<file path="config.mk">
export PLATFORM = sky130hd
export DESIGN_NAME = comm_object_dictionary
export DESIGN_NICKNAME = d
export VERILOG_FILES = /design/src/common/comm_od_pkg.sv /design/src/hdl/comm_object_dictionary.sv
export VERILOG_INCLUDE_DIRS = /design/src /design/src/common
export SDC_FILE = /design/constraint.sdc
export NUM_CORES = 2
export LEC_CHECK = 0
export ABC_AREA = 0
export BUFFER_PORTS_ARGS = -buffer_cell sky130_fd_sc_hd__buf_4
export CAP_MARGIN = 20
export CORE_MARGIN = 4
export CORE_UTILIZATION = 65
export CTS_CLUSTER_SIZE = 28
export DETAILED_ROUTE_END_ITERATION = 7
export PLACE_DENSITY = 0.94
export SKIP_CTS_REPAIR_TIMING = 1
export SYNTH_ARGS = -nofsm -noshare
export SYNTH_HDL_FRONTEND = slang
export SYNTH_SLANG_ARGS = --single-unit
</file>
<file path="constraint.sdc">
create_clock -name mclk -period 33.5 [get_ports mclk]
set_clock_uncertainty 0.05 [all_clocks]
set_input_delay 6.7 -clock mclk [delete_from_list [all_inputs] [get_ports mclk]]
set_output_delay 6.7 -clock mclk [all_outputs]
set_load 0.01 [all_outputs]
</file>
<file path="src/common/comm_od_params.svh">
// object indexes, subindexes, keys and fixed field values of the dictionary
`ifndef COMM_OD_PARAMS_SVH
`define COMM_OD_PARAMS_SVH
`define IDX_DEV_TYPE   16'h1000
`define IDX_FAULT      16'h1001
`define IDX_NAME       16'h1008
`define IDX_HW_VER     16'h1009
`define IDX_SW_VER     16'h100a
`define IDX_STORE      16'h1010
`define IDX_RESTORE    16'h1011
`define IDX_IDENTITY   16'h1018
`define SUB_COUNT      8'h00
`define SUB_ALL        8'h01
`define SUB_COMM       8'h02
`define SUB_APP        8'h03
`define SUB_SERIAL     8'h04
`define CMD_COUNT      8'h03
`define ID_COUNT       8'h04
`define KEY_SAVE       32'h65766173
`define KEY_LOAD       32'h64616f6c
`define PROFILE_NUM    16'h0192
`define DEV_KIND       8'h2a
`define MODE_BITS      8'h00
`define FAULT_NONE     8'h00
`define FAULT_SET      8'h01
`define CMD_READBACK   32'h00000001
`define RPM_PER_HZ     40'h000000003c
`endif

</file>
<file path="src/common/comm_od_pkg.sv">
// types shared by the communication object dictionary
package comm_od_pkg;
    typedef enum logic [1:0] {
        ST_BOOT = 2'b01,
        ST_RUN  = 2'b10
    } od_state_t;
endpackage : comm_od_pkg

</file>
<file path="src/hdl/comm_object_dictionary.sv">
// communication object dictionary with store/restore and mirrored objects
`timescale 1ns/100ps
`include "comm_od_params.svh"
module comm_object_dictionary #(
    parameter int          NOBJ      = 2,
    parameter logic [31:0] MAKER     = 32'h00001234, // arbitrary value
    parameter logic [31:0] PRODUCT   = 32'h00000001, // arbitrary value
    parameter logic [31:0] REVISION  = 32'h00000001,
    parameter logic [31:0] SERIAL    = 32'h00000001,
    parameter logic [31:0] DEF_RPM   = 32'h00000000,
    parameter logic [127:0] NAME_STR = "DRIVE UNIT",
    parameter int          NAME_LEN  = 10,
    parameter logic [127:0] HW_STR   = "HW 1",
    parameter int          HW_LEN    = 4,
    parameter logic [127:0] SW_STR   = "1.0.0",
    parameter int          SW_LEN    = 5
) (
    // clock and reset
    input  wire logic                  mclk,
    input  wire logic                  srst,
    // sdo access request
    input  wire logic                  sdo_req,
    input  wire logic                  sdo_write,
    input  wire logic [15:0]           sdo_index,
    input  wire logic [7:0]            sdo_subindex,
    input  wire logic [7:0]            sdo_char,
    input  wire logic [31:0]           sdo_wdata,
    // sdo answer
    output logic                       sdo_done_ff,
    output logic                       sdo_abort_ff,
    output logic [31:0]                sdo_rdata_ff,
    // drive state
    input  wire logic                  fault_active,
    input  wire logic [7:0]            motor_pole_pair_count,
    // mirrored profile objects and local parameters
    input  wire logic                  obj_wr,
    input  wire logic [$clog2(NOBJ)-1:0] obj_sel,
    input  wire logic [31:0]           obj_data,
    input  wire logic                  local_wr,
    input  wire logic [NOBJ-1:0][31:0] local_par,
    // non-volatile storage
    input  wire logic                  nv_valid,
    input  wire logic [NOBJ-1:0][31:0] nv_rd_data,
    output logic                       nv_wr_ff,
    output logic                       nv_clr_ff,
    output logic [NOBJ-1:0][31:0]      nv_wr_data_ff,
    output logic                       comm_store_ff,
    output logic                       comm_restore_ff,
    // active drive parameters
    output logic [NOBJ-1:0][31:0]      par_ff
);

    // ----------------------------------------------------------------
    // helpers
    // ----------------------------------------------------------------
    // pole pairs come from data set 1 only, so all derived values agree
    function automatic logic [31:0] rpm_to_freq(input logic [31:0] rpm,
                                                input logic [7:0]  pp);
        logic [39:0] prod;
        prod = {8'h00, rpm} * {32'h0, pp};
        rpm_to_freq = 32'(prod / `RPM_PER_HZ);
    endfunction : rpm_to_freq

    // character i of a right-justified packed string, zero past its end
    function automatic logic [7:0] str_char(input logic [127:0] s,
                                            input int len,
                                            input logic [7:0] i);
        str_char = 8'h00;
        if (int'(i) < len)
            str_char = s[(len - 1 - int'(i)) * 8 +: 8];
    endfunction : str_char

    // ----------------------------------------------------------------
    // state and request decode
    // ----------------------------------------------------------------
    comm_od_pkg::od_state_t state_ff;
    logic [NOBJ-1:0][31:0]  obj_ff;
    logic                   take;
    logic                   is_store;
    logic                   is_rest;
    logic                   cmd_sub;
    logic                   key_ok;
    logic                   do_store;
    logic                   do_rest;
    logic                   app_grp;
    logic                   nxt_abort;
    logic [31:0]            nxt_rdata;

    // requests are ignored during the boot cycle
    assign take     = sdo_req && (state_ff == comm_od_pkg::ST_RUN);
    assign is_store = (sdo_index == `IDX_STORE);
    assign is_rest  = (sdo_index == `IDX_RESTORE);
    assign cmd_sub  = (sdo_subindex == `SUB_ALL) || (sdo_subindex == `SUB_COMM)
                      || (sdo_subindex == `SUB_APP);
    assign key_ok   = is_store ? (sdo_wdata == `KEY_SAVE)
                               : (sdo_wdata == `KEY_LOAD);
    assign app_grp  = (sdo_subindex != `SUB_COMM);
    assign do_store = take && sdo_write && is_store && cmd_sub && key_ok;
    assign do_rest  = take && sdo_write && is_rest && cmd_sub && key_ok;

    // power-on load lasts one cycle, then the dictionary serves requests
    always_ff @(posedge mclk)
    begin
        if (srst)
            state_ff <= comm_od_pkg::ST_BOOT;
        else
            state_ff <= comm_od_pkg::ST_RUN;
    end

    // ----------------------------------------------------------------
    // read data and abort decision
    // ----------------------------------------------------------------
    // every write except a keyed command aborts; unknown objects abort
    always_comb
    begin
        nxt_rdata = 32'h0;
        nxt_abort = 1'b0;
        unique case (sdo_index)
            `IDX_DEV_TYPE:
            begin
                nxt_rdata = {`MODE_BITS, `DEV_KIND, `PROFILE_NUM};
                nxt_abort = sdo_write || (sdo_subindex != `SUB_COUNT);
            end
            `IDX_FAULT:
            begin
                nxt_rdata = {24'h0, fault_active ? `FAULT_SET : `FAULT_NONE};
                nxt_abort = sdo_write || (sdo_subindex != `SUB_COUNT);
            end
            `IDX_NAME:
            begin
                nxt_rdata = {24'h0, str_char(NAME_STR, NAME_LEN, sdo_char)};
                nxt_abort = sdo_write || (sdo_subindex != `SUB_COUNT);
            end
            `IDX_HW_VER:
            begin
                nxt_rdata = {24'h0, str_char(HW_STR, HW_LEN, sdo_char)};
                nxt_abort = sdo_write || (sdo_subindex != `SUB_COUNT);
            end
            `IDX_SW_VER:
            begin
                nxt_rdata = {24'h0, str_char(SW_STR, SW_LEN, sdo_char)};
                nxt_abort = sdo_write || (sdo_subindex != `SUB_COUNT);
            end
            `IDX_STORE, `IDX_RESTORE:
            begin
                if (sdo_subindex == `SUB_COUNT)
                begin
                    nxt_rdata = {24'h0, `CMD_COUNT};
                    nxt_abort = sdo_write;
                end
                else if (cmd_sub)
                begin
                    nxt_rdata = `CMD_READBACK;
                    nxt_abort = sdo_write && !key_ok;
                end
                else
                    nxt_abort = 1'b1;
            end
            `IDX_IDENTITY:
            begin
                nxt_abort = sdo_write;
                unique case (sdo_subindex)
                    `SUB_COUNT:  nxt_rdata = {24'h0, `ID_COUNT};
                    `SUB_ALL:    nxt_rdata = MAKER;
                    `SUB_COMM:   nxt_rdata = PRODUCT;
                    `SUB_APP:    nxt_rdata = REVISION;
                    `SUB_SERIAL: nxt_rdata = SERIAL;
                    default:     nxt_abort = 1'b1;
                endcase
            end
            default: nxt_abort = 1'b1;
        endcase
    end

    // answer one cycle after the request is taken
    always_ff @(posedge mclk)
    begin
        if (srst)
        begin
            sdo_done_ff  <= 1'b0;
            sdo_abort_ff <= 1'b0;
            sdo_rdata_ff <= 32'h0;
        end
        else
        begin
            sdo_done_ff  <= take;
            sdo_abort_ff <= take && nxt_abort;
            sdo_rdata_ff <= (take && !nxt_abort && !sdo_write) ? nxt_rdata : 32'h0;
        end
    end

    // ----------------------------------------------------------------
    // store and restore commands
    // ----------------------------------------------------------------
    // storage strobes: app objects for sub 1 and 3, comm group for 1 and 2
    always_ff @(posedge mclk)
    begin
        if (srst)
        begin
            nv_wr_ff        <= 1'b0;
            nv_clr_ff       <= 1'b0;
            comm_store_ff   <= 1'b0;
            comm_restore_ff <= 1'b0;
            nv_wr_data_ff   <= '0;
        end
        else
        begin
            nv_wr_ff        <= do_store && app_grp;
            nv_clr_ff       <= do_rest && app_grp;
            comm_store_ff   <= do_store && (sdo_subindex != `SUB_APP);
            comm_restore_ff <= do_rest && (sdo_subindex != `SUB_APP);
            if (do_store && app_grp)
                nv_wr_data_ff <= obj_ff;
        end
    end

    // ----------------------------------------------------------------
    // mirrored objects and active parameters
    // ----------------------------------------------------------------
    // restore beats an object write, which beats a local write
    always_ff @(posedge mclk)
    begin
        if (srst)
            obj_ff <= '0;
        else if (state_ff == comm_od_pkg::ST_BOOT)
            obj_ff <= nv_valid ? nv_rd_data : '0;
        else if (do_rest && app_grp)
        begin
            for (int k = 0; k < NOBJ; k++)
                obj_ff[k] <= DEF_RPM;
        end
        else if (obj_wr)
            obj_ff[obj_sel] <= obj_data;
    end

    // the saved copy decides at boot; a local change after save is lost
    always_ff @(posedge mclk)
    begin
        if (srst)
            par_ff <= '0;
        else if (state_ff == comm_od_pkg::ST_BOOT)
        begin
            for (int k = 0; k < NOBJ; k++)
                par_ff[k] <= nv_valid ? rpm_to_freq(nv_rd_data[k], motor_pole_pair_count)
                                      : local_par[k];
        end
        else if (do_rest && app_grp)
        begin
            for (int k = 0; k < NOBJ; k++)
                par_ff[k] <= rpm_to_freq(DEF_RPM, motor_pole_pair_count);
        end
        else if (obj_wr)
            par_ff[obj_sel] <= rpm_to_freq(obj_data, motor_pole_pair_count);
        else if (local_wr)
            par_ff <= local_par;
    end

    // ----------------------------------------------------------------
    // checks
    // ----------------------------------------------------------------
    dev_type_val_a: assert property (@(posedge mclk) disable iff (srst)
        $past(take) && !$past(sdo_write) && $past(sdo_index) == `IDX_DEV_TYPE
        && $past(sdo_subindex) == `SUB_COUNT |-> sdo_rdata_ff == 32'h002a0192)
        else $error("device type value wrong");

    fault_read_a: assert property (@(posedge mclk) disable iff (srst)
        take && !sdo_write && sdo_index == `IDX_FAULT && sdo_subindex == `SUB_COUNT
        |=> (sdo_rdata_ff != 32'h0) == $past(fault_active))
        else $error("fault indicator wrong");

    cmd_count_a: assert property (@(posedge mclk) disable iff (srst)
        take && !sdo_write && (is_store || is_rest) && sdo_subindex == `SUB_COUNT
        |=> sdo_rdata_ff == 32'h3 && !sdo_abort_ff)
        else $error("command count not 3");

    bad_store_a: assert property (@(posedge mclk) disable iff (srst)
        take && sdo_write && is_store && sdo_wdata != `KEY_SAVE
        |=> sdo_abort_ff && !nv_wr_ff && !comm_store_ff)
        else $error("bad store key accepted");

    good_store_a: assert property (@(posedge mclk) disable iff (srst)
        take && sdo_write && is_store && sdo_subindex == `SUB_APP && sdo_wdata == `KEY_SAVE
        |=> nv_wr_ff && !sdo_abort_ff && nv_wr_data_ff == $past(obj_ff))
        else $error("save key not stored");

    bad_restore_a: assert property (@(posedge mclk) disable iff (srst)
        take && sdo_write && is_rest && sdo_wdata != `KEY_LOAD
        |=> sdo_abort_ff && !nv_clr_ff && obj_ff == $past(obj_ff))
        else $error("bad restore key accepted");

    ident_count_a: assert property (@(posedge mclk) disable iff (srst)
        take && sdo_index == `IDX_IDENTITY && sdo_subindex == `SUB_COUNT
        |=> sdo_abort_ff == $past(sdo_write) && (sdo_abort_ff || sdo_rdata_ff == 32'h4))
        else $error("identity count wrong");

    boot_load_a: assert property (@(posedge mclk) disable iff (srst)
        state_ff == comm_od_pkg::ST_BOOT && nv_valid
        |=> par_ff[0] == rpm_to_freq($past(nv_rd_data[0]), $past(motor_pole_pair_count)))
        else $error("saved value not loaded");

    boot_local_a: assert property (@(posedge mclk) disable iff (srst)
        state_ff == comm_od_pkg::ST_BOOT && !nv_valid |=> par_ff == $past(local_par))
        else $error("local value not applied");

    rpm_conv_a: assert property (@(posedge mclk) disable iff (srst)
        state_ff == comm_od_pkg::ST_RUN && obj_wr && !do_rest
        |=> par_ff[$past(obj_sel)] == rpm_to_freq($past(obj_data), $past(motor_pole_pair_count)))
        else $error("rpm conversion wrong");

    // keyed commands on the application and communication groups
    good_restore_a: assert property (@(posedge mclk) disable iff (srst)
        take && sdo_write && is_rest && sdo_subindex == `SUB_APP && sdo_wdata == `KEY_LOAD
        |=> nv_clr_ff && !sdo_abort_ff && obj_ff[0] == DEF_RPM)
        else $error("load key not restored");

    comm_store_a: assert property (@(posedge mclk) disable iff (srst)
        take && sdo_write && is_store && sdo_subindex == `SUB_COMM && sdo_wdata == `KEY_SAVE
        |=> comm_store_ff && !nv_wr_ff && !sdo_abort_ff)
        else $error("comm store wrong");

    comm_restore_a: assert property (@(posedge mclk) disable iff (srst)
        take && sdo_write && is_rest && sdo_subindex == `SUB_COMM && sdo_wdata == `KEY_LOAD
        |=> comm_restore_ff && !nv_clr_ff && !sdo_abort_ff)
        else $error("comm restore wrong");

    // the count entries are read only even when a valid key is written
    count_ro_a: assert property (@(posedge mclk) disable iff (srst)
        take && sdo_write && (is_store || is_rest) && sdo_subindex == `SUB_COUNT
        |=> sdo_abort_ff && !nv_wr_ff && !nv_clr_ff)
        else $error("command count written");

    // the fixed objects refuse every write, whatever the subindex
    dev_type_ro_a: assert property (@(posedge mclk) disable iff (srst)
        take && sdo_write && sdo_index == `IDX_DEV_TYPE |=> sdo_abort_ff && sdo_rdata_ff == 32'h0)
        else $error("device type written");

    fault_ro_a: assert property (@(posedge mclk) disable iff (srst)
        take && sdo_write && sdo_index == `IDX_FAULT |=> sdo_abort_ff && sdo_rdata_ff == 32'h0)
        else $error("fault indicator written");

    string_ro_a: assert property (@(posedge mclk) disable iff (srst)
        take && sdo_write && (sdo_index == `IDX_NAME || sdo_index == `IDX_HW_VER
        || sdo_index == `IDX_SW_VER) |=> sdo_abort_ff && sdo_rdata_ff == 32'h0)
        else $error("string object written");

    // string characters come back one byte at a time, upper bytes clear
    string_char_a: assert property (@(posedge mclk) disable iff (srst)
        take && !sdo_write && sdo_subindex == `SUB_COUNT && (sdo_index == `IDX_NAME
        || sdo_index == `IDX_HW_VER || sdo_index == `IDX_SW_VER)
        |=> !sdo_abort_ff && sdo_rdata_ff[31:8] == 24'h0)
        else $error("string char not one byte");

    ident_ro_a: assert property (@(posedge mclk) disable iff (srst)
        take && sdo_write && sdo_index == `IDX_IDENTITY |=> sdo_abort_ff)
        else $error("identity written");

endmodule : comm_object_dictionary

</file>
==> metrics.md <==
| Metric | Value |
|---|---|
| Outcome | finished, final reports clean |
| Number of port buffers | 388 |
| Num rows | 103 |
| Filler instances | 6429 |
| Setup violators final | 0 |
| Pre-CTS WS | 3.785 ns |
| Clock Path Buffers | 3 |
| Vias per inst | 6.980 |
| Main synth FF type | dfxtp_1 |
| Clock root cell | clkbuf_16 |
| Post-synth design cell area | 51940 µm² |
| Area growth from synthesis to layout | 7.070% |
| Vias | 55250 |
| Setup crit end kind | flop |
| Setup WS post-layout | 3.399 ns |
| Total gr overflow | 0 |
| First-pass GRT wire length | 301.6 mm |
| RSZ-0062 raised after global routing | no |
| Synth Area in Adders | 25.42% |
| WL/cell | 24.88 µm |
| Post-DP HPWL | 154.1 mm |
| Crit path DAT | 30.58 ns |
| Max_slew headroom | 14.47% |
| Synth top area cells | fa_1 21%, dfxtp_1 8.1%, and2_1 6.3%, nand2_1 5.6%, ha_1 4.5% |
| # DRC | 0 |
| R2r worst-path depth | 14 |
| Most instantiated cells after synthesis | 778 x nand2_1, 603 x inv_1, 540 x fa_1, 527 x and2_1, 415 x nor2_1 |
| Syn Area/Cell | 7.699 µm² |
| Gpl congestion | 1.088 |
| Distinct cells, synth | 174 |
| Worst setup startpoint | motor_pole_pair_count[4] |
| Most common cell in the netlist | nand2_1 |
| CTS tree | built |
| EDFF count, synth | 0 |
| Die Ht | 290.7 µm |
| Crit path to | par_ff[1]$_SDFFE_PP0P_ |
| Total Neg Setup Slack | 0 ns |
| Synthesis-stage register bit count | 209 |
| Post-Synth Simple-Gate Area | 24.51% |
| Crit path time final | 30.10 ns |
| Die outline area | 84490 µm² |
| CP max stage cell | o31ai_1 |
| CTS Sinks | 209 |
| Antenna-violating nets left | 0 |
| Compound-gate portion of the synthesized area | 28.53% |
| Flop-to-flop setup slack | 28.97 ns |
| Gate Count Post-Synth | 6746 |
| Max Slew Vio Count | 0 |
| CTS Buf Count | 27 |
| GR peak layer | met2 |
| Grt met1 use | 54.28% |
| Synth warnings | 0 |
| Met3 Use GR | 13.25% |
| Post-synthesis mux area share | 1.448% |
| Post-synthesis xor/xnor area fraction | 3.760% |
| Io pins | 407 |
| Final nets | 7798 |
| Clk_lat worst skew | 0.61 ns |
| Met2 Use GR | 67.55% |
| Critical path class | input pin to flop |
| Max_cap viols | 0 |
| Starting density of the core | 65.64% |
| Final hold viol count | 0 |
| FF-to-FF Start | state_ff[1]$_DFF_P_ |
| Largest family of logic cells by synthesized area | compound AO/OA/AOI/OAI gates |
| Drt first pass iters | 7 |
| Largest net degree at the start of global routing | 83 |
| Post-synth top area cell | fa_1 |
| GR Util All Layers | 44.51% |
| Slew @ Worst Pin | 1.274 ns |
| Share of the synthesized area in the top cell type | 20.81% |
| Max H-tree Level | 1 |
| Sequential share of the synthesized area | 8.056% |
| Core Region | 79130 µm² |
| Hold crit path type | flop to flop |
| Worst-path fanout max | 65 |
| Layout cells sized above 1 | 11.96% |
| CTS clock-pin slew for the worst setup and hold paths | 0.06 ns |
| DRT iter0 DRCs | 6604 |
| Worst reg2reg endpoint | par_ff[28]$_SDFFE_PP0P_ |
| Worst Setup Start Kind | input pin |
| Tcrit/Tclk final | 89.85% |
| Max Freq | 33.22 MHz |
| FFs w/ async S/R, synth | 0% |
| Critical Path Max Stage Delay | 1.00 ns |
| Die Span X | 290.7 µm |
| Data required time of the worst path | 33.97 ns |
| Vias in the first global route | 52670 |
| Total wire length | 196.9 mm |
| Initial antenna violation count | 29 |
critical path, delay by kind of cell:
family / cells / cell delay (ns)
simple gates: 16 / 5.01
xor+xnor: 2 / 0.92
fa+ha+maj: 5 / 2.48
buf+inv: 6 / 1.50
compound gates: 38 / 13.74
kinds of logic (layout without fill, tap and decap cells):
kind of cell               Yosys count  count (layout)
other                                1              34
and+or+nand+nor                   2505            2505
adders and majority gates          732             732
buffers and inverters             1006            1092
AOI/OAI and AO/OA                 2010            2010
muxes                               68              68
DFF                                209             209
xor gates and xnor gates           215             215
layout make-up:
| cell class | count | area (µm²) | share of cell area, % |
|---|---|---|---|
| sequential | 209 | 4184 | 7.524 |
| inverter | 606 | 2275 | 4.090 |
| multi-input combinational | 5548 | 43570 | 78.35 |
| clock buffer | 36 | 759.5 | 1.366 |
| antenna | 16 | 40.04 | 0.07200 |
| tap | 1050 | 1314 | 2.362 |
| clock inverter | 12 | 183.9 | 0.3307 |
| timing repair buffer | 438 | 3287 | 5.910 |
how the worst min path moves through the flow:
stage,end,depth (start not counted),from,slack (ns)
after detailed placement,nv_wr_data_ff[30]$_SDFFE_PP0P_,2,obj_ff[30]$_SDFFE_PP0P_,0.40
after global routing,nv_wr_data_ff[45]$_SDFFE_PP0P_,2,nv_wr_data_ff[45]$_SDFFE_PP0P_,0.43
after global placement,nv_wr_data_ff[57]$_SDFFE_PP0P_,2,obj_ff[57]$_SDFFE_PP0P_,0.39
final,nv_wr_data_ff[30]$_SDFFE_PP0P_,2,obj_ff[30]$_SDFFE_PP0P_,0.40
after floorplan,nv_wr_data_ff[0]$_SDFFE_PP0P_,2,obj_ff[0]$_SDFFE_PP0P_,0.38
after CTS,nv_wr_data_ff[30]$_SDFFE_PP0P_,2,obj_ff[30]$_SDFFE_PP0P_,0.40
state kept, by name, indices dropped and copies added, names as in the netlist:
register	count
comm_restore_ff	1
comm_store_ff	1
nv_clr_ff	1
nv_wr_data_ff	64
nv_wr_ff	1
obj_ff	64
par_ff	64
sdo_abort_ff	1
sdo_done_ff	1
sdo_rdata_ff	9
state_ff	2
per-layer routing:
metal	wire length [µm]	vias to the layer above
met1	69600	26400
li1	-	24200
met3	25200	895
met5	174	-
met2	84530	3730
met4	17410	26
cell usage in the layout, fill, tap and decap left out, drive strengths merged, types with 62 or more instances in the layout:
cell	instances
buf	435
nor3	195
o211ai	111
xor2	73
dfxtp	209
a31oi	89
xnor2	141
nand2	781
a211oi	184
nand4	70
and2	536
ha	187
a21oi	429
fa	540
nor2	425
nand3	152
o21ai	291
inv	606
a21o	75
a22oi	95
o21a	62
through the flow:
stage / hold WS (ns) / instance area, µm² / util (%) / cells
after detailed placement: 0.3964 / 54570 / 68.97 / 7844
after CTS: 0.4044 / 55520 / 70.16 / 7892
after floorplan: 0.3823 / 52000 / - / 6763
final: 0.4036 / 55610 / 70.28 / 7915
after global routing: 0.4291 / 55590 / 70.26 / 7907
after global placement: 0.3896 / 54560 / 68.95 / 7841
Power is left out: the tool's default activity adds up to more than one toggle a clock period on the data nets, which glitch-free logic cannot reach.
